`config.mk`:
```
export PLATFORM = sky130hd
export DESIGN_NAME = ghp_host_port
export DESIGN_NICKNAME = d
export VERILOG_FILES = /design/src/verilog/ghp_pkg.sv /design/src/verilog/ghp_host_port.sv /design/src/verilog/ghp_sync.sv
export SDC_FILE = /design/constraint.sdc
export NUM_CORES = 1
export LEC_CHECK = 0
export BUFFER_PORTS_ARGS = -buffer_cell sky130_fd_sc_hd__buf_4
export CAP_MARGIN = 5
export CORE_MARGIN = 2
export CORE_UTILIZATION = 40
export CTS_CLUSTER_SIZE = 40
export DETAILED_ROUTE_END_ITERATION = 6
export PLACE_DENSITY_LB_ADDON = 0.12
export SYNTH_ARGS = -nofsm -noshare
export SYNTH_HDL_FRONTEND = slang
export SYNTH_SLANG_ARGS = --single-unit
```
`constraint.sdc`:
```
create_clock -name mclk -period 2.3 [get_ports mclk]
set_clock_uncertainty 0.15 [all_clocks]
set_input_delay 0.46 -clock mclk [delete_from_list [all_inputs] [get_ports mclk]]
set_output_delay 0.46 -clock mclk [all_outputs]
set_load 0.02 [all_outputs]
```
`src/verilog/ghp_pkg.sv`:
```
package ghp_pkg;
  localparam int GHP_AW = 27;
  localparam int GHP_DW = 32;
  localparam int GHP_LANES = 4;
  localparam int GHP_WADDR_LSB = 5;
  // control registers sit at bit addresses; a word holds two 16-bit halves
  localparam logic [31:0] GHP_CTL_LOW_OFS = 32'hC00000F0;
  localparam logic [31:0] GHP_CTL_HIGH_OFS = 32'hC0000100;
  localparam logic [GHP_AW-1:0] GHP_CTL_LOW_WORD = GHP_CTL_LOW_OFS[31:GHP_WADDR_LSB];
  localparam logic [GHP_AW-1:0] GHP_CTL_HIGH_WORD = GHP_CTL_HIGH_OFS[31:GHP_WADDR_LSB];
  localparam int GHP_CTL_LOW_SHIFT = GHP_CTL_LOW_OFS[4] ? 16 : 0;
  localparam int GHP_CTL_HIGH_SHIFT = GHP_CTL_HIGH_OFS[4] ? 16 : 0;
  localparam int GHP_CTL_LOW_LANE = GHP_CTL_LOW_SHIFT / 8;
  localparam int GHP_CTL_HIGH_LANE = GHP_CTL_HIGH_SHIFT / 8;
  // low control fields
  localparam int GHP_MSG_IN_LSB = 0;
  localparam int GHP_MSG_W = 3;
  localparam int GHP_IRQ_IN_BIT = 3;
  localparam int GHP_MSG_OUT_LSB = 4;
  localparam int GHP_IRQ_OUT_BIT = 7;
  // high control field
  localparam int GHP_RST_BIT = 7;
  localparam logic [15:0] GHP_CTL_LOW_RST = 16'h0000;
  localparam logic [15:0] GHP_CTL_HIGH_RST = 16'h0000;
  localparam logic [15:0] GHP_CTL_LOW_MASK = 16'h00FF;
  localparam logic [15:0] GHP_CTL_HIGH_MASK = 16'h0080;

  // host pins that are resynchronised together
  typedef struct packed {
    logic sel_n;
    logic rd_n;
    logic wr_n;
    logic [GHP_LANES-1:0] lanes;
    logic [GHP_AW-1:0] waddr;
    logic [GHP_DW-1:0] wdata;
  } ghp_pins_t;

  // request toward processor memory
  typedef struct packed {
    logic req;
    logic we;
    logic [GHP_LANES-1:0] be;
    logic [GHP_AW-1:0] addr;
    logic [GHP_DW-1:0] wdata;
  } ghp_mem_req_t;

  typedef enum logic [1:0] {GHP_IDLE, GHP_CMD, GHP_MEM, GHP_DONE} ghp_state_t;
endpackage

```
`src/verilog/ghp_host_port.sv`:
```
`timescale 1ns/100ps
module ghp_host_port
  import ghp_pkg::*;
(
  input wire logic mclk,
  input wire logic reset_n,
  input wire logic [GHP_AW-1:0] host_word_addr,
  input wire logic [GHP_LANES-1:0] host_lane_select,
  input wire logic host_select_n,
  input wire logic host_rd_strobe_n,
  input wire logic host_wr_strobe_n,
  input wire logic [GHP_DW-1:0] host_data_in,
  output logic [GHP_DW-1:0] host_data_out,
  output logic host_out_enable,
  output logic host_access_ready,
  output logic host_irq_out,
  output ghp_mem_req_t mem_req,
  input wire logic mem_ack,
  input wire logic [GHP_DW-1:0] mem_rdata,
  input wire logic proc_msg_wr,
  input wire logic [GHP_MSG_W-1:0] proc_msg_code,
  input wire logic proc_irq_set,
  input wire logic proc_irq_in_clr,
  output logic [15:0] proc_ctl_low,
  output logic proc_reset_out
);
  localparam ghp_pins_t PINS_IDLE = '{sel_n: 1'b1, rd_n: 1'b1, wr_n: 1'b1, default: '0};

  ghp_pins_t pin_d;
  ghp_pins_t pin_s;
  ghp_state_t state_r, state_nxt;
  logic sel_n_d_r;
  logic [GHP_AW-1:0] waddr_r;
  logic [GHP_LANES-1:0] lanes_r;
  logic [15:0] ctl_low_r, ctl_low_nxt;
  logic [15:0] ctl_high_r, ctl_high_nxt;
  ghp_mem_req_t mem_req_r, mem_req_nxt;
  logic [GHP_DW-1:0] rdata_r, rdata_nxt;
  logic ready_r;
  logic oe_r;
  logic irq_pin_r;

  assign pin_d = '{sel_n: host_select_n, rd_n: host_rd_strobe_n, wr_n: host_wr_strobe_n,
                   lanes: host_lane_select, waddr: host_word_addr, wdata: host_data_in};

  ghp_sync #(.WIDTH($bits(ghp_pins_t)), .INIT(PINS_IDLE)) u_sync (
    .mclk(mclk),
    .reset_n(reset_n),
    .d(pin_d),
    .q(pin_s)
  );

  // access decode on the latched address
  logic sel_fall_w, strobe_w, rd_w, wr_w, low_hit_w, high_hit_w, reg_hit_w;
  logic [GHP_DW-1:0] lane_bits_w;
  logic [15:0] wr_low_w, wr_high_w;
  logic host_low_wr_w, host_high_wr_w, irq_in_set_w, irq_out_clr_w;
  assign sel_fall_w = sel_n_d_r & ~pin_s.sel_n;
  assign rd_w = ~pin_s.sel_n & ~pin_s.rd_n;
  assign wr_w = ~pin_s.sel_n & ~pin_s.wr_n & pin_s.rd_n;
  assign strobe_w = rd_w | wr_w;
  assign low_hit_w = (waddr_r == GHP_CTL_LOW_WORD);
  assign high_hit_w = (waddr_r == GHP_CTL_HIGH_WORD);
  assign reg_hit_w = low_hit_w | high_hit_w;
  assign wr_low_w = pin_s.wdata[GHP_CTL_LOW_SHIFT +: 16];
  assign wr_high_w = pin_s.wdata[GHP_CTL_HIGH_SHIFT +: 16];
  assign host_low_wr_w = (state_r == GHP_CMD) & wr_w & low_hit_w
                         & lanes_r[GHP_CTL_LOW_LANE];
  assign host_high_wr_w = (state_r == GHP_CMD) & wr_w & high_hit_w
                          & lanes_r[GHP_CTL_HIGH_LANE];
  assign irq_in_set_w = host_low_wr_w & wr_low_w[GHP_IRQ_IN_BIT];
  assign irq_out_clr_w = host_low_wr_w & ~wr_low_w[GHP_IRQ_OUT_BIT];

  // lane expansion for read masking
  for (genvar g = 0; g < GHP_LANES; g++) begin : g_lane
    assign lane_bits_w[g*8 +: 8] = {8{lanes_r[g]}};
  end

  // control register next values; on both interrupt flags a set beats a clear
  always_comb begin
    ctl_low_nxt = ctl_low_r;
    ctl_high_nxt = ctl_high_r;
    if (host_low_wr_w) begin
      ctl_low_nxt[GHP_MSG_IN_LSB +: GHP_MSG_W] = wr_low_w[GHP_MSG_IN_LSB +: GHP_MSG_W];
    end
    if (proc_msg_wr) begin
      ctl_low_nxt[GHP_MSG_OUT_LSB +: GHP_MSG_W] = proc_msg_code;
    end
    if (proc_irq_in_clr) begin
      ctl_low_nxt[GHP_IRQ_IN_BIT] = 1'b0;
    end
    if (irq_in_set_w) begin
      ctl_low_nxt[GHP_IRQ_IN_BIT] = 1'b1;
    end
    if (irq_out_clr_w) begin
      ctl_low_nxt[GHP_IRQ_OUT_BIT] = 1'b0;
    end
    if (proc_irq_set) begin
      ctl_low_nxt[GHP_IRQ_OUT_BIT] = 1'b1;
    end
    if (host_high_wr_w) begin
      ctl_high_nxt[GHP_RST_BIT] = wr_high_w[GHP_RST_BIT];
    end
    ctl_low_nxt = ctl_low_nxt & GHP_CTL_LOW_MASK;
    ctl_high_nxt = ctl_high_nxt & GHP_CTL_HIGH_MASK;
  end

  // access sequencer: latch, run access, hold ready until strobe release
  always_comb begin
    state_nxt = state_r;
    mem_req_nxt = mem_req_r;
    rdata_nxt = rdata_r;
    unique case (state_r)
      GHP_IDLE: begin
        if (sel_fall_w) begin
          state_nxt = GHP_CMD;
        end
      end
      GHP_CMD: begin
        if (pin_s.sel_n) begin
          state_nxt = GHP_IDLE;
        end else if (strobe_w && reg_hit_w) begin
          rdata_nxt = '0;
          rdata_nxt[GHP_CTL_LOW_SHIFT +: 16] = low_hit_w ? ctl_low_r : 16'h0000;
          rdata_nxt[GHP_CTL_HIGH_SHIFT +: 16] = high_hit_w ? ctl_high_r : 16'h0000;
          rdata_nxt = rdata_nxt & lane_bits_w;
          state_nxt = GHP_DONE;
        end else if (strobe_w) begin
          mem_req_nxt = '{req: 1'b1, we: wr_w, be: lanes_r, addr: waddr_r,
                          wdata: pin_s.wdata};
          state_nxt = GHP_MEM;
        end
      end
      GHP_MEM: begin
        if (mem_ack) begin
          mem_req_nxt.req = 1'b0;
          rdata_nxt = mem_rdata & lane_bits_w;
          state_nxt = GHP_DONE;
        end
      end
      GHP_DONE: begin
        if (pin_s.rd_n && pin_s.wr_n) begin
          state_nxt = GHP_CMD;
        end
      end
    endcase
  end

  // sequencer and latch registers
  always_ff @(posedge mclk or negedge reset_n) begin
    if (!reset_n) begin
      state_r <= GHP_IDLE;
      sel_n_d_r <= 1'b1;
      waddr_r <= '0;
      lanes_r <= '0;
      mem_req_r <= '0;
      rdata_r <= '0;
    end else begin
      state_r <= state_nxt;
      sel_n_d_r <= pin_s.sel_n;
      if (state_r == GHP_IDLE && sel_fall_w) begin
        waddr_r <= pin_s.waddr;
        lanes_r <= pin_s.lanes;
      end
      mem_req_r <= mem_req_nxt;
      rdata_r <= rdata_nxt;
    end
  end

  // pin-facing and control registers
  always_ff @(posedge mclk or negedge reset_n) begin
    if (!reset_n) begin
      ready_r <= 1'b0;
      oe_r <= 1'b0;
      irq_pin_r <= 1'b0;
      ctl_low_r <= GHP_CTL_LOW_RST;
      ctl_high_r <= GHP_CTL_HIGH_RST;
    end else begin
      ready_r <= (state_nxt == GHP_DONE);
      oe_r <= rd_w;
      irq_pin_r <= ctl_low_r[GHP_IRQ_OUT_BIT];
      ctl_low_r <= ctl_low_nxt;
      ctl_high_r <= ctl_high_nxt;
    end
  end

  assign host_data_out = rdata_r;
  assign host_out_enable = oe_r;
  assign host_access_ready = ready_r;
  assign host_irq_out = irq_pin_r;
  assign mem_req = mem_req_r;
  assign proc_ctl_low = ctl_low_r;
  assign proc_reset_out = ctl_high_r[GHP_RST_BIT];
endmodule

```
`src/verilog/ghp_sync.sv`:
```
`timescale 1ns/100ps
module ghp_sync
  import ghp_pkg::*;
#(
  parameter int WIDTH = 1,
  parameter logic [WIDTH-1:0] INIT = '0
) (
  input wire logic mclk,
  input wire logic reset_n,
  input wire logic [WIDTH-1:0] d,
  output logic [WIDTH-1:0] q
);
  logic [WIDTH-1:0] meta_r;
  logic [WIDTH-1:0] q_r;

  // two stages; only the second stage is visible
  always_ff @(posedge mclk or negedge reset_n) begin
    if (!reset_n) begin
      meta_r <= INIT;
      q_r <= INIT;
    end else begin
      meta_r <= d;
      q_r <= meta_r;
    end
  end

  assign q = q_r;
endmodule
```
==> results.ini, run 1 <==
[run_status]
outcome=finished with violations
violations=negative setup slack

[sta]
max_freq_ghz=0.418
final-max-slew-violation-count=0
relSlewSlack_pct=62.9
period_share_pct=104
rsz0062_at_grt=true
worst_pin_slew_ns=0.557
tns_ns=-6.77
hold_viol_final=0
finalCriticalPeriod_ns=2.39
setup_viol=96
layout_setup_ws_ns=-0.0906

[clock_network]
cts-root-buf=clkbuf_16
tritoncts=built
numCtsBuffers=28
cts_sinks=275
clk_path_buf_depth=3
clk_pin_slew_ns=0.06
clk_latency_ns=0.53
h-tree-depth=1

[global_route]
antenna_found_initial=0
grt_first_pass_wirelength_um=32000
grt_pass1_vias=5988
grt_max_degree=71
grtUsageTotal_pct=16.8
overflow=0

[drt]
routed_via_density=4.69
via_count=5463
first_iter_violations=207
first_pass_iters=4
drc_errors=0
routedLengthMet1_um=9030
dr.max_layer_used=met4
drt-total-wl_um=20700
wl_met2_um=10100
drtAntennaViolNets=0
dr_wl_met3_um=1070
routedWlPerCell_um=17.7

[yosys]
synth-edff-count=0
synth_flop_cell=dfrtp_1
synth_area_per_cell_sq_um=17.6
netlist_top_cells_count=dfrtp_1 (268), mux2_1 (89), mux2_2 (45)
yosys_warnings=0
synth.most_common_cell=dfrtp_1
syn_inst=517
synth_cell_types=33
synth_top_area_share_pct=73.7
async_reset_ff_share_pct=100
synth_top_area_cell=dfrtp_1
yosysSeqAreaShare_pct=75.7
synthTopCellsByArea=dfrtp_1 (74%), mux2_1 (11%), mux2_2 (5.6%), dfstp_2 (2.0%), and3_1 (1.6%)
netlist_area_sq_mm=0.00910
ys_seq_elements=275

[layout]
final_cell_area_sq_mm=0.0137
fillers=1702
drive_above_1_share_pct=52.1
nNetsFinal=966
syn_to_final_growth_pct=50.2
seqCellArea_sq_mm=0.00689
antennaDiodeCount=0
multi_input_area_sq_mm=0.00248

[worst_setup_path]
endpoint_kind=register
ff2ff_path_depth=7
crit_start=waddr_r[5]$_DFFE_PN0P_
worstSetupPathType=register to register
reg2reg_from=waddr_r[5]$_DFFE_PN0P_
cp-endpoint=mem_req[24]$_DFFE_PN0P_
reg2reg_slack_ns=-0.09
critPathLaunchType=register
cp_slowest_stage_delay_ns=0.45
timing.rr.end=mem_req[24]$_DFFE_PN0P_
worstPathMaxFanout=6
crit_chain=nor4b_4 -> nand4_1 -> or3_4 -> nor2b_4 -> buf_6 -> clkbuf_16 -> mux2_4
arrival_ns=2.65
required_ns=2.56
cpMaxStageDelayCell=or3_4

[floorplanning]
start_util_pct=40.4
fp.dieArea_sq_mm=0.0240
core-area_sq_mm=0.0225
fp.dieH_um=155
num_io_pins=224
die_w_um=155
rows=55

[hold_path]
hold_class=input pin to register

[pwr]
power.density_mw_per_mm2=1260
p_leak_nw=6.59
ir_drop_v=0.000663

[place]
port_buffers=215
hpwl_um=12500
place_congestion=0.766
placed_cell_area_sq_mm=0.0113

[flow_run]
maxCapViolations=0

-- layout by cell type, fill, tap and decap left out, types with 3 or more instances in the layout --
master / instances
buf_6: 3
mux2_4: 92
mux2_1: 4
a22o_1: 8
buf_12: 14
dfrtp_1: 268
clkbuf_8: 13
clkbuf_1: 5
dlygate4sd3_1: 69
dfstp_2: 7
nor2_1: 4
mux2_2: 38
nand2_1: 9
nor4_2: 3
clkbuf_16: 32
conb_1: 8
buf_4: 239
and3_1: 23
-- routing by layer --
| layer | GRT usage [%] | vias up |
|---|---|---|
| li1 | - | 2465 |
| met1 | 22.1 | 2803 |
| met2 | 28.4 | 160 |
| met3 | 3.53 | 35 |
| met4 | 5.20 | 0 |
| met5 | 0 | - |
-- kinds of logic after synthesis --
group,after synthesis,synth area share [%]
buffers and inverters,27,2.08
AOI/OAI and AO/OA,17,1.42
DFF,275,75.7
muxes,134,16.6
and+or+nand+nor,63,4.13
other,1,0.0412
-- where the power goes --
part / switching (W) / total (W) / internal, W / leakage (nW)
Combinational: 0.00247 / 0.00560 / 0.00314 / 2.78
Clock: 0.00179 / 0.00473 / 0.00294 / 0.493
Sequential: 0.000847 / 0.00690 / 0.00605 / 3.32
Total: 0.00510 / 0.0172 / 0.0121 / 6.59
-- how the worst min path moves through the flow --
stage / start / to / slack [ns] / depth (start not counted)
3_5_place_dp: u_sync.meta_r[4]$_DFF_PN0_ / u_sync.q[4]$_DFF_PN0_ / 0.19 / 0
4_1_cts: proc_msg_code[1] / proc_ctl_low[5]$_DFFE_PN0P_ / 0.001 / 2
2_1_floorplan: reset_n / ctl_high_r[7]$_DFFE_PN0P_ / 0.01 / 0
6_report: proc_msg_code[1] / proc_ctl_low[5]$_DFFE_PN0P_ / 0.02 / 2
3_3_place_gp: u_sync.meta_r[38]$_DFF_PN0_ / u_sync.q[38]$_DFF_PN0_ / 0.18 / 0
5_1_grt: proc_msg_code[1] / proc_ctl_low[5]$_DFFE_PN0P_ / 0.007 / 2
-- area by class of cell --
cell class	count	share of cell area, %
repair buffers	331	21.5
well taps	285	2.61
clock inverters	5	0.568
flip-flops and latches	275	50.4
inverters	1	0.0275
multi-input cells	222	18.2
clock buffers	47	6.76
-- stage by stage --
step	total power, W	worst slack, ns	std cells	utilization (%)	hold slack [ns]
final	0.0172	-0.0906	1166	60.7	0.0212
after global routing	0.0181	-0.176	1166	60.7	0.00730
after CTS	0.0171	-0.163	1164	59.9	0.00137
after detailed placement	0.0114	-0.354	1029	50.1	0.186
after global placement	0.0112	-0.267	1029	50.1	0.181
after floorplan	0.00904	0.000965	524	-	0.0144
-- state kept, by name (all words and copies together), names as in the netlist, 2 cells and up --
| signal | cells |
|---|---|
| u_sync.meta_r | 66 |
| u_sync.q | 66 |
| mem_req | 65 |
| host_data_out | 32 |
| waddr_r | 27 |
| proc_ctl_low | 8 |
| lanes_r | 4 |
| state_r | 2 |
-- critical path: cells and delay by family (launching register included) --
family | cells | cell delay [ns]
buffers and inverters | 2 | 0.31
flip-flops | 1 | 0.41
multiplexers | 1 | 0.29
AND/OR/NAND/NOR | 4 | 1.10
-- repair_timing --
item / in CTS / in global routing
cloned: 6 / 4
setup endpoints to repair: 101 / 100
hold buffers: 69 / 0
endpoints found under the hold margin: 122 / 0
resized for setup: 69 / 57
pin swaps: 4 / 6
buffers inserted: 9 / 7
No activity file was read; power rests on OpenSTA's default activity.
==> run 2: changes to the inputs <==
--- a/config.mk
+++ b/config.mk
@@ -5,10 +5,11 @@
 export SDC_FILE = /design/constraint.sdc
 export NUM_CORES = 1
 export LEC_CHECK = 0
+export ABC_CLOCK_PERIOD_IN_PS = 2300
 export BUFFER_PORTS_ARGS = -buffer_cell sky130_fd_sc_hd__buf_4
 export CAP_MARGIN = 5
 export CORE_MARGIN = 2
-export CORE_UTILIZATION = 40
+export CORE_UTILIZATION = 47
 export CTS_CLUSTER_SIZE = 40
 export DETAILED_ROUTE_END_ITERATION = 6
 export PLACE_DENSITY_LB_ADDON = 0.12
==> run 2 against run 1 <==
Net effect: largest power group unchanged; final area is 0.29% lower; register-to-register slack got worse by 0.03 ns; flip-flop and latch count stayed put; global-route usage increased by 1.5 points; the flow still finishes with violations (negative setup slack); sequential power hardly changed.
==> results.ini, run 2 (synthesis results as in run 1) <==
[sta]
tns_ns=-6.47
hold_viol_final=0
final-max-slew-violation-count=0
period_share_pct=105
layout_setup_ws_ns=-0.125
worst_pin_slew_ns=0.541
relSlewSlack_pct=63.9
max_freq_ghz=0.412
rsz0062_at_grt=true
setup_viol=94
finalCriticalPeriod_ns=2.43
hold-worst-slack_ns=0.0317

[layout]
drive_above_1_share_pct=52.2
antennaDiodeCount=0
nNetsFinal=967
fin_cells=1138
final_cell_mix=dfrtp_1 (268), buf_4 (241), mux2_4 (91), dlygate4sd3_1 (68), mux2_2 (37)
layout_commonest_cell=dfrtp_1
syn_to_final_growth_pct=49.8

[place]
hpwl_um=12400
port_buffers=215
dp_cells=1010
place_congestion=0.779

[pwr]
p_leak_nw=6.59
ir_drop_v=0.000702
power.density_mw_per_mm2=1250
p_total_w=0.0171

[drt]
via_count=5445
drc_errors=0
first_pass_iters=4
first_iter_violations=157
drt-total-wl_um=20300
routed_via_density=4.78
routedWlPerCell_um=17.8
drtAntennaViolNets=0

[global_route]
overflow=0
grt_first_pass_wirelength_um=29700
grt_max_degree=64
grt_pass1_vias=5717
grtUsageTotal_pct=18.3
antenna_found_initial=0

[floorplanning]
fp.dieH_um=143
core-area_sq_mm=0.0188
num_io_pins=224
rows=50
die_w_um=143
start_util_pct=48.3
fp.dieArea_sq_mm=0.0205

[clock_network]
cts_sinks=275
tritoncts=built
h-tree-depth=1
numCtsBuffers=26
clk_latency_ns=0.52
clk_path_buf_depth=3
clk_pin_slew_ns=0.06
cts-root-buf=clkbuf_16

[worst_setup_path]
path_delay_family=simple AND/OR/NAND/NOR gates
worstSetupPathType=register to register
required_ns=2.55
worstPathMaxFanout=8
crit_start=waddr_r[7]$_DFFE_PN0P_
critPathLaunchType=register
cp.buffers_inverters=1
reg2reg_from=waddr_r[7]$_DFFE_PN0P_
crit_chain=nor4b_4 -> nand4_1 -> or3_4 -> o21ai_4 -> clkbuf_16 -> mux2_4
endpoint_kind=register
cp_slowest_stage_delay_ns=0.43
arrival_ns=2.67
cpMaxStageDelayCell=or3_4

[hold_path]
hold_class=input pin to register
hp-start=proc_msg_code[0]

[flow_run]
maxCapViolations=0

[run_status]
outcome=finished with violations
violations=negative setup slack

-- run 2: layer usage --
metal / track usage, % / vias to the layer above / part of all wire [%]
met4: 4.79 / 0 / 1.6
met3: 3.82 / 26 / 6.0
met5: 0 / - / 0
met1: 24.3 / 2796 / 42
li1: - / 2461 / -
met2: 30.9 / 162 / 51
-- run 2: layout make-up --
type | count | area (sq um)
clock inverters | 11 | 161
multi-input cells | 222 | 2470
fillers | 1197 | 5210
flip-flops and latches | 275 | 6890
well taps | 260 | 325
repair buffers | 334 | 2990
inverters | 1 | 3.75
clock buffers | 35 | 786
-- run 2: final timing paths --
kind	depth (start not counted)	slack [ns]	endpoint
worst max-delay path	6	-0.13	host_data_out[11]$_DFFE_PN0P_
worst min-delay path	2	0.03	proc_ctl_low[4]$_DFFE_PN0P_
worst max register to register	6	-0.13	host_data_out[11]$_DFFE_PN0P_
worst min register to register	0	0.19	u_sync.q[12]$_DFF_PN0_
max in group asynchronous	3	1.04	u_sync.meta_r[30]$_DFF_PN0_
min in group asynchronous	2	0.34	u_sync.meta_r[45]$_DFF_PN0_
-- run 2: where the power goes --
group	total (W)	internal, W	switching (W)
logic	0.00557	0.00313	0.00244
clock network	0.00459	0.00283	0.00176
registers	0.00691	0.00605	0.000854
total	0.0171	0.0120	0.00505
-- run 2: metrics by stage --
stage	setup slack [ns]	instance area, sq um	util (%)
6_report	-0.125	13600	72.4
4_1_cts	-0.163	13100	69.4
2_1_floorplan	0.000965	9130	-
3_3_place_gp	-0.290	11300	60.0
5_1_grt	-0.215	13600	72.4
3_5_place_dp	-0.273	11300	60.0
-- run 2: worst reg2reg max path: cells and delay by family, from the launching register on --
family          cells  cell delay, ns
simple gates        3            0.90
compound gates      1            0.30
flops               1            0.41
mux                 1            0.30
buf+inv             1            0.24
-- run 2: timing repair --
action                                  in CTS  in global routing
endpoints found under the setup margin     100                100
gates resized for setup                     30                 79
cloned                                       0                 10
setup buffers                                1                  5
hold buffers                                68                  0
hold endpoints to repair                   115                  0
pin swaps                                    0                  5
==> run 3: changes to the inputs <==
--- a/config.mk
+++ b/config.mk
@@ -15,4 +15,5 @@
 export PLACE_DENSITY_LB_ADDON = 0.12
 export SYNTH_ARGS = -nofsm -noshare
 export SYNTH_HDL_FRONTEND = slang
+export SYNTH_HIERARCHICAL = 1
 export SYNTH_SLANG_ARGS = --single-unit
==> run 3 against run 2 <==
Net effect: the run still ends with negative setup slack left; synthesized area barely moved; routed wire length fell by 4.1%; final cell count fell by 0.44%; die area barely moved; utilization fell by 1.9 points; largest cell class unchanged.
==> results.ini, run 3 <==
[worst_setup_path]
cp_slowest_stage_delay_ns=0.41
worstPathMaxFanout=13
critPathLaunchType=register
crit_chain=nor4b_2 -> buf_4 -> o211ai_1 -> buf_4 -> o21ai_4 -> buf_12 -> buf_16 -> mux2_2
worstSetupPathType=register to register
required_ns=2.55
cpMaxStageDelayCell=dfrtp_1
endpoint_kind=register
crit_top_cell=buf_4
arrival_ns=2.63

[sta]
rsz0062_at_grt=true
hold_viol_final=0
layout_setup_ws_ns=-0.0766
period_share_pct=103
max_freq_ghz=0.421
finalCriticalPeriod_ns=2.38
setup_viol=93
hold-worst-slack_ns=0.0248
final-max-slew-violation-count=0
tns_ns=-3.62

[place]
hpwl_um=12100
port_buffers=215
place_congestion=0.724

[clock_network]
cts_sinks=275
clk_latency_ns=0.53
clk_pin_slew_ns=0.06
clk_path_buf_depth=3
numCtsBuffers=27
tritoncts=built
h-tree-depth=1
cts-root-buf=clkbuf_16

[layout]
syn_to_final_growth_pct=46.0
fin_util_pct=70.5
fillers=1232
seqCellArea_sq_mm=0.00689
layout_commonest_cell=dfrtp_1
multi_input_area_sq_mm=0.00232
antennaDiodeCount=0
drive_above_1_share_pct=51.4
nNetsFinal=960
final_cell_mix=dfrtp_1 (268), buf_4 (235), mux2_2 (89), dlygate4sd3_1 (67), mux2_4 (43)

[pwr]
switching_share_pct=29.9
seqPwrFrac_pct=41.8
intPower_w=0.0115
power.clock.fraction_pct=27.3
p_leak_nw=6.55
ir_drop_v=0.000865
p_total_w=0.0165
pwr-share-comb_pct=30.9
switching_power_w=0.00492
power.density_mw_per_mm2=1240

[global_route]
antenna_found_initial=0
grt_first_pass_wirelength_um=29000
grt_pass1_vias=5607
grtUsageTotal_pct=18.0
overflow=0
grt_max_degree=66

[yosys]
synth.most_common_cell=dfrtp_1
synth_cell_types=36
yosysSeqAreaShare_pct=75.8
netlist_area_sq_mm=0.00909
yosys_warnings=6
synthTopCellsByArea=dfrtp_1 (74%), mux2_2 (16%), dfstp_2 (2.0%), and3_1 (1.6%), buf_4 (1.2%)
synth_flop_cell=dfrtp_1
syn_inst=521
ys_seq_elements=275
netlist_top_cells_count=dfrtp_1 (268), mux2_2 (131), and3_1 (23)
async_reset_ff_share_pct=100
synth_area_per_cell_sq_um=17.4
synth_top_area_cell=dfrtp_1
synth-edff-count=0
synth_top_area_share_pct=73.8

[floorplanning]
fp.dieArea_sq_mm=0.0205
num_io_pins=224
core-area_sq_mm=0.0188
start_util_pct=48.3
die_w_um=143
fp.dieH_um=143
rows=50

[drt]
first_pass_iters=5
drc_errors=0
drtAntennaViolNets=0
routedWlPerCell_um=17.2
drt-total-wl_um=19500
via_count=5376
first_iter_violations=189
routed_via_density=4.74

[run_status]
outcome=finished with violations
violations=negative setup slack

[hold_path]
hold_class=input pin to register

[flow_run]
maxCapViolations=0

## run 3: worst paths after layout
check	startpoint	to	slack, ns	depth (start not counted)
worst max register to register	waddr_r[1]$_DFFE_PN0P_	mem_req[23]$_DFFE_PN0P_	-0.08	8
worst min-delay path	proc_msg_code[0]	proc_ctl_low[4]$_DFFE_PN0P_	0.02	2
worst max-delay path	waddr_r[1]$_DFFE_PN0P_	mem_req[23]$_DFFE_PN0P_	-0.08	8
max in group asynchronous	reset_n	u_sync/meta_r[64]$_DFF_PN1_	1.03	3
worst min register to register	u_sync/meta_r[28]$_DFF_PN0_	u_sync/q[28]$_DFF_PN0_	0.19	0
min in group asynchronous	reset_n	mem_req[6]$_DFFE_PN0P_	0.28	2
## run 3: layout make-up
type                            instances  area share (%)
Inverter                                4           0.113
Tap cell                              260            2.45
Clock inverter                          9            1.15
Timing Repair Buffer                  321            21.1
Multi-Input combinational cell        224            17.5
Clock buffer                           40            5.76
Sequential cell                       275            51.9
## run 3: power groups by stage
stage	logic, W	clock network, W	registers (W)
finish	0.00509	0.00449	0.00689
global route	0.00541	0.00483	0.00704
detailed placement	0.00449	0	0.00691
floorplan	0.00156	0	0.00766
CTS	0.00462	0.00461	0.00687
global placement	0.00439	0	0.00685
## run 3: routing by layer
metal  global-route usage (%)  vias up  part of all wire [%]
li1                         -     2461                     -
met1                     23.4     2705                    41
met2                     30.3      178                    51
met3                     4.39       32                   6.7
met4                     5.32        0                   1.8
met5                        0        -                     0
## run 3: cell families (layout without fill, tap and decap cells)
logic type             count (synthesis)  count (layout)  share of synthesized area [%]
AOI/OAI and AO/OA                     23              23                           1.76
other                                  1               8                         0.0412
muxes                                132             132                           16.4
and+or+nand+nor                       61              61                           4.20
DFF                                  275             275                           75.8
buffers and inverters                 29             374                           1.86
## run 3: metrics by stage
step	instance area [sq um]	cells	setup WS [ns]
2_1_floorplan	9120	528	0.157
3_3_place_gp	11200	999	-0.261
3_5_place_dp	11200	999	-0.210
4_1_cts	12800	1115	-0.0352
5_1_grt	13300	1133	-0.150
6_report	13300	1133	-0.0766
## run 3: repair_timing
| item | in CTS | in global routing |
|---|---|---|
| gates cloned | 0 | 6 |
| resized for setup | 5 | 57 |
| pin swaps | 4 | 8 |
| setup endpoints to repair | 100 | 98 |
| hold endpoints to repair | 113 | 0 |
| setup buffers | 0 | 13 |
| hold buffers | 67 | 0 |
## run 3: critical path, delay by kind of cell, from the launching register on
kind / cells / cell delay, ns
muxes: 1 / 0.35
DFF: 1 / 0.41
and+or+nand+nor: 1 / 0.33
buffers and inverters: 4 / 0.69
AOI/OAI and AO/OA: 2 / 0.31
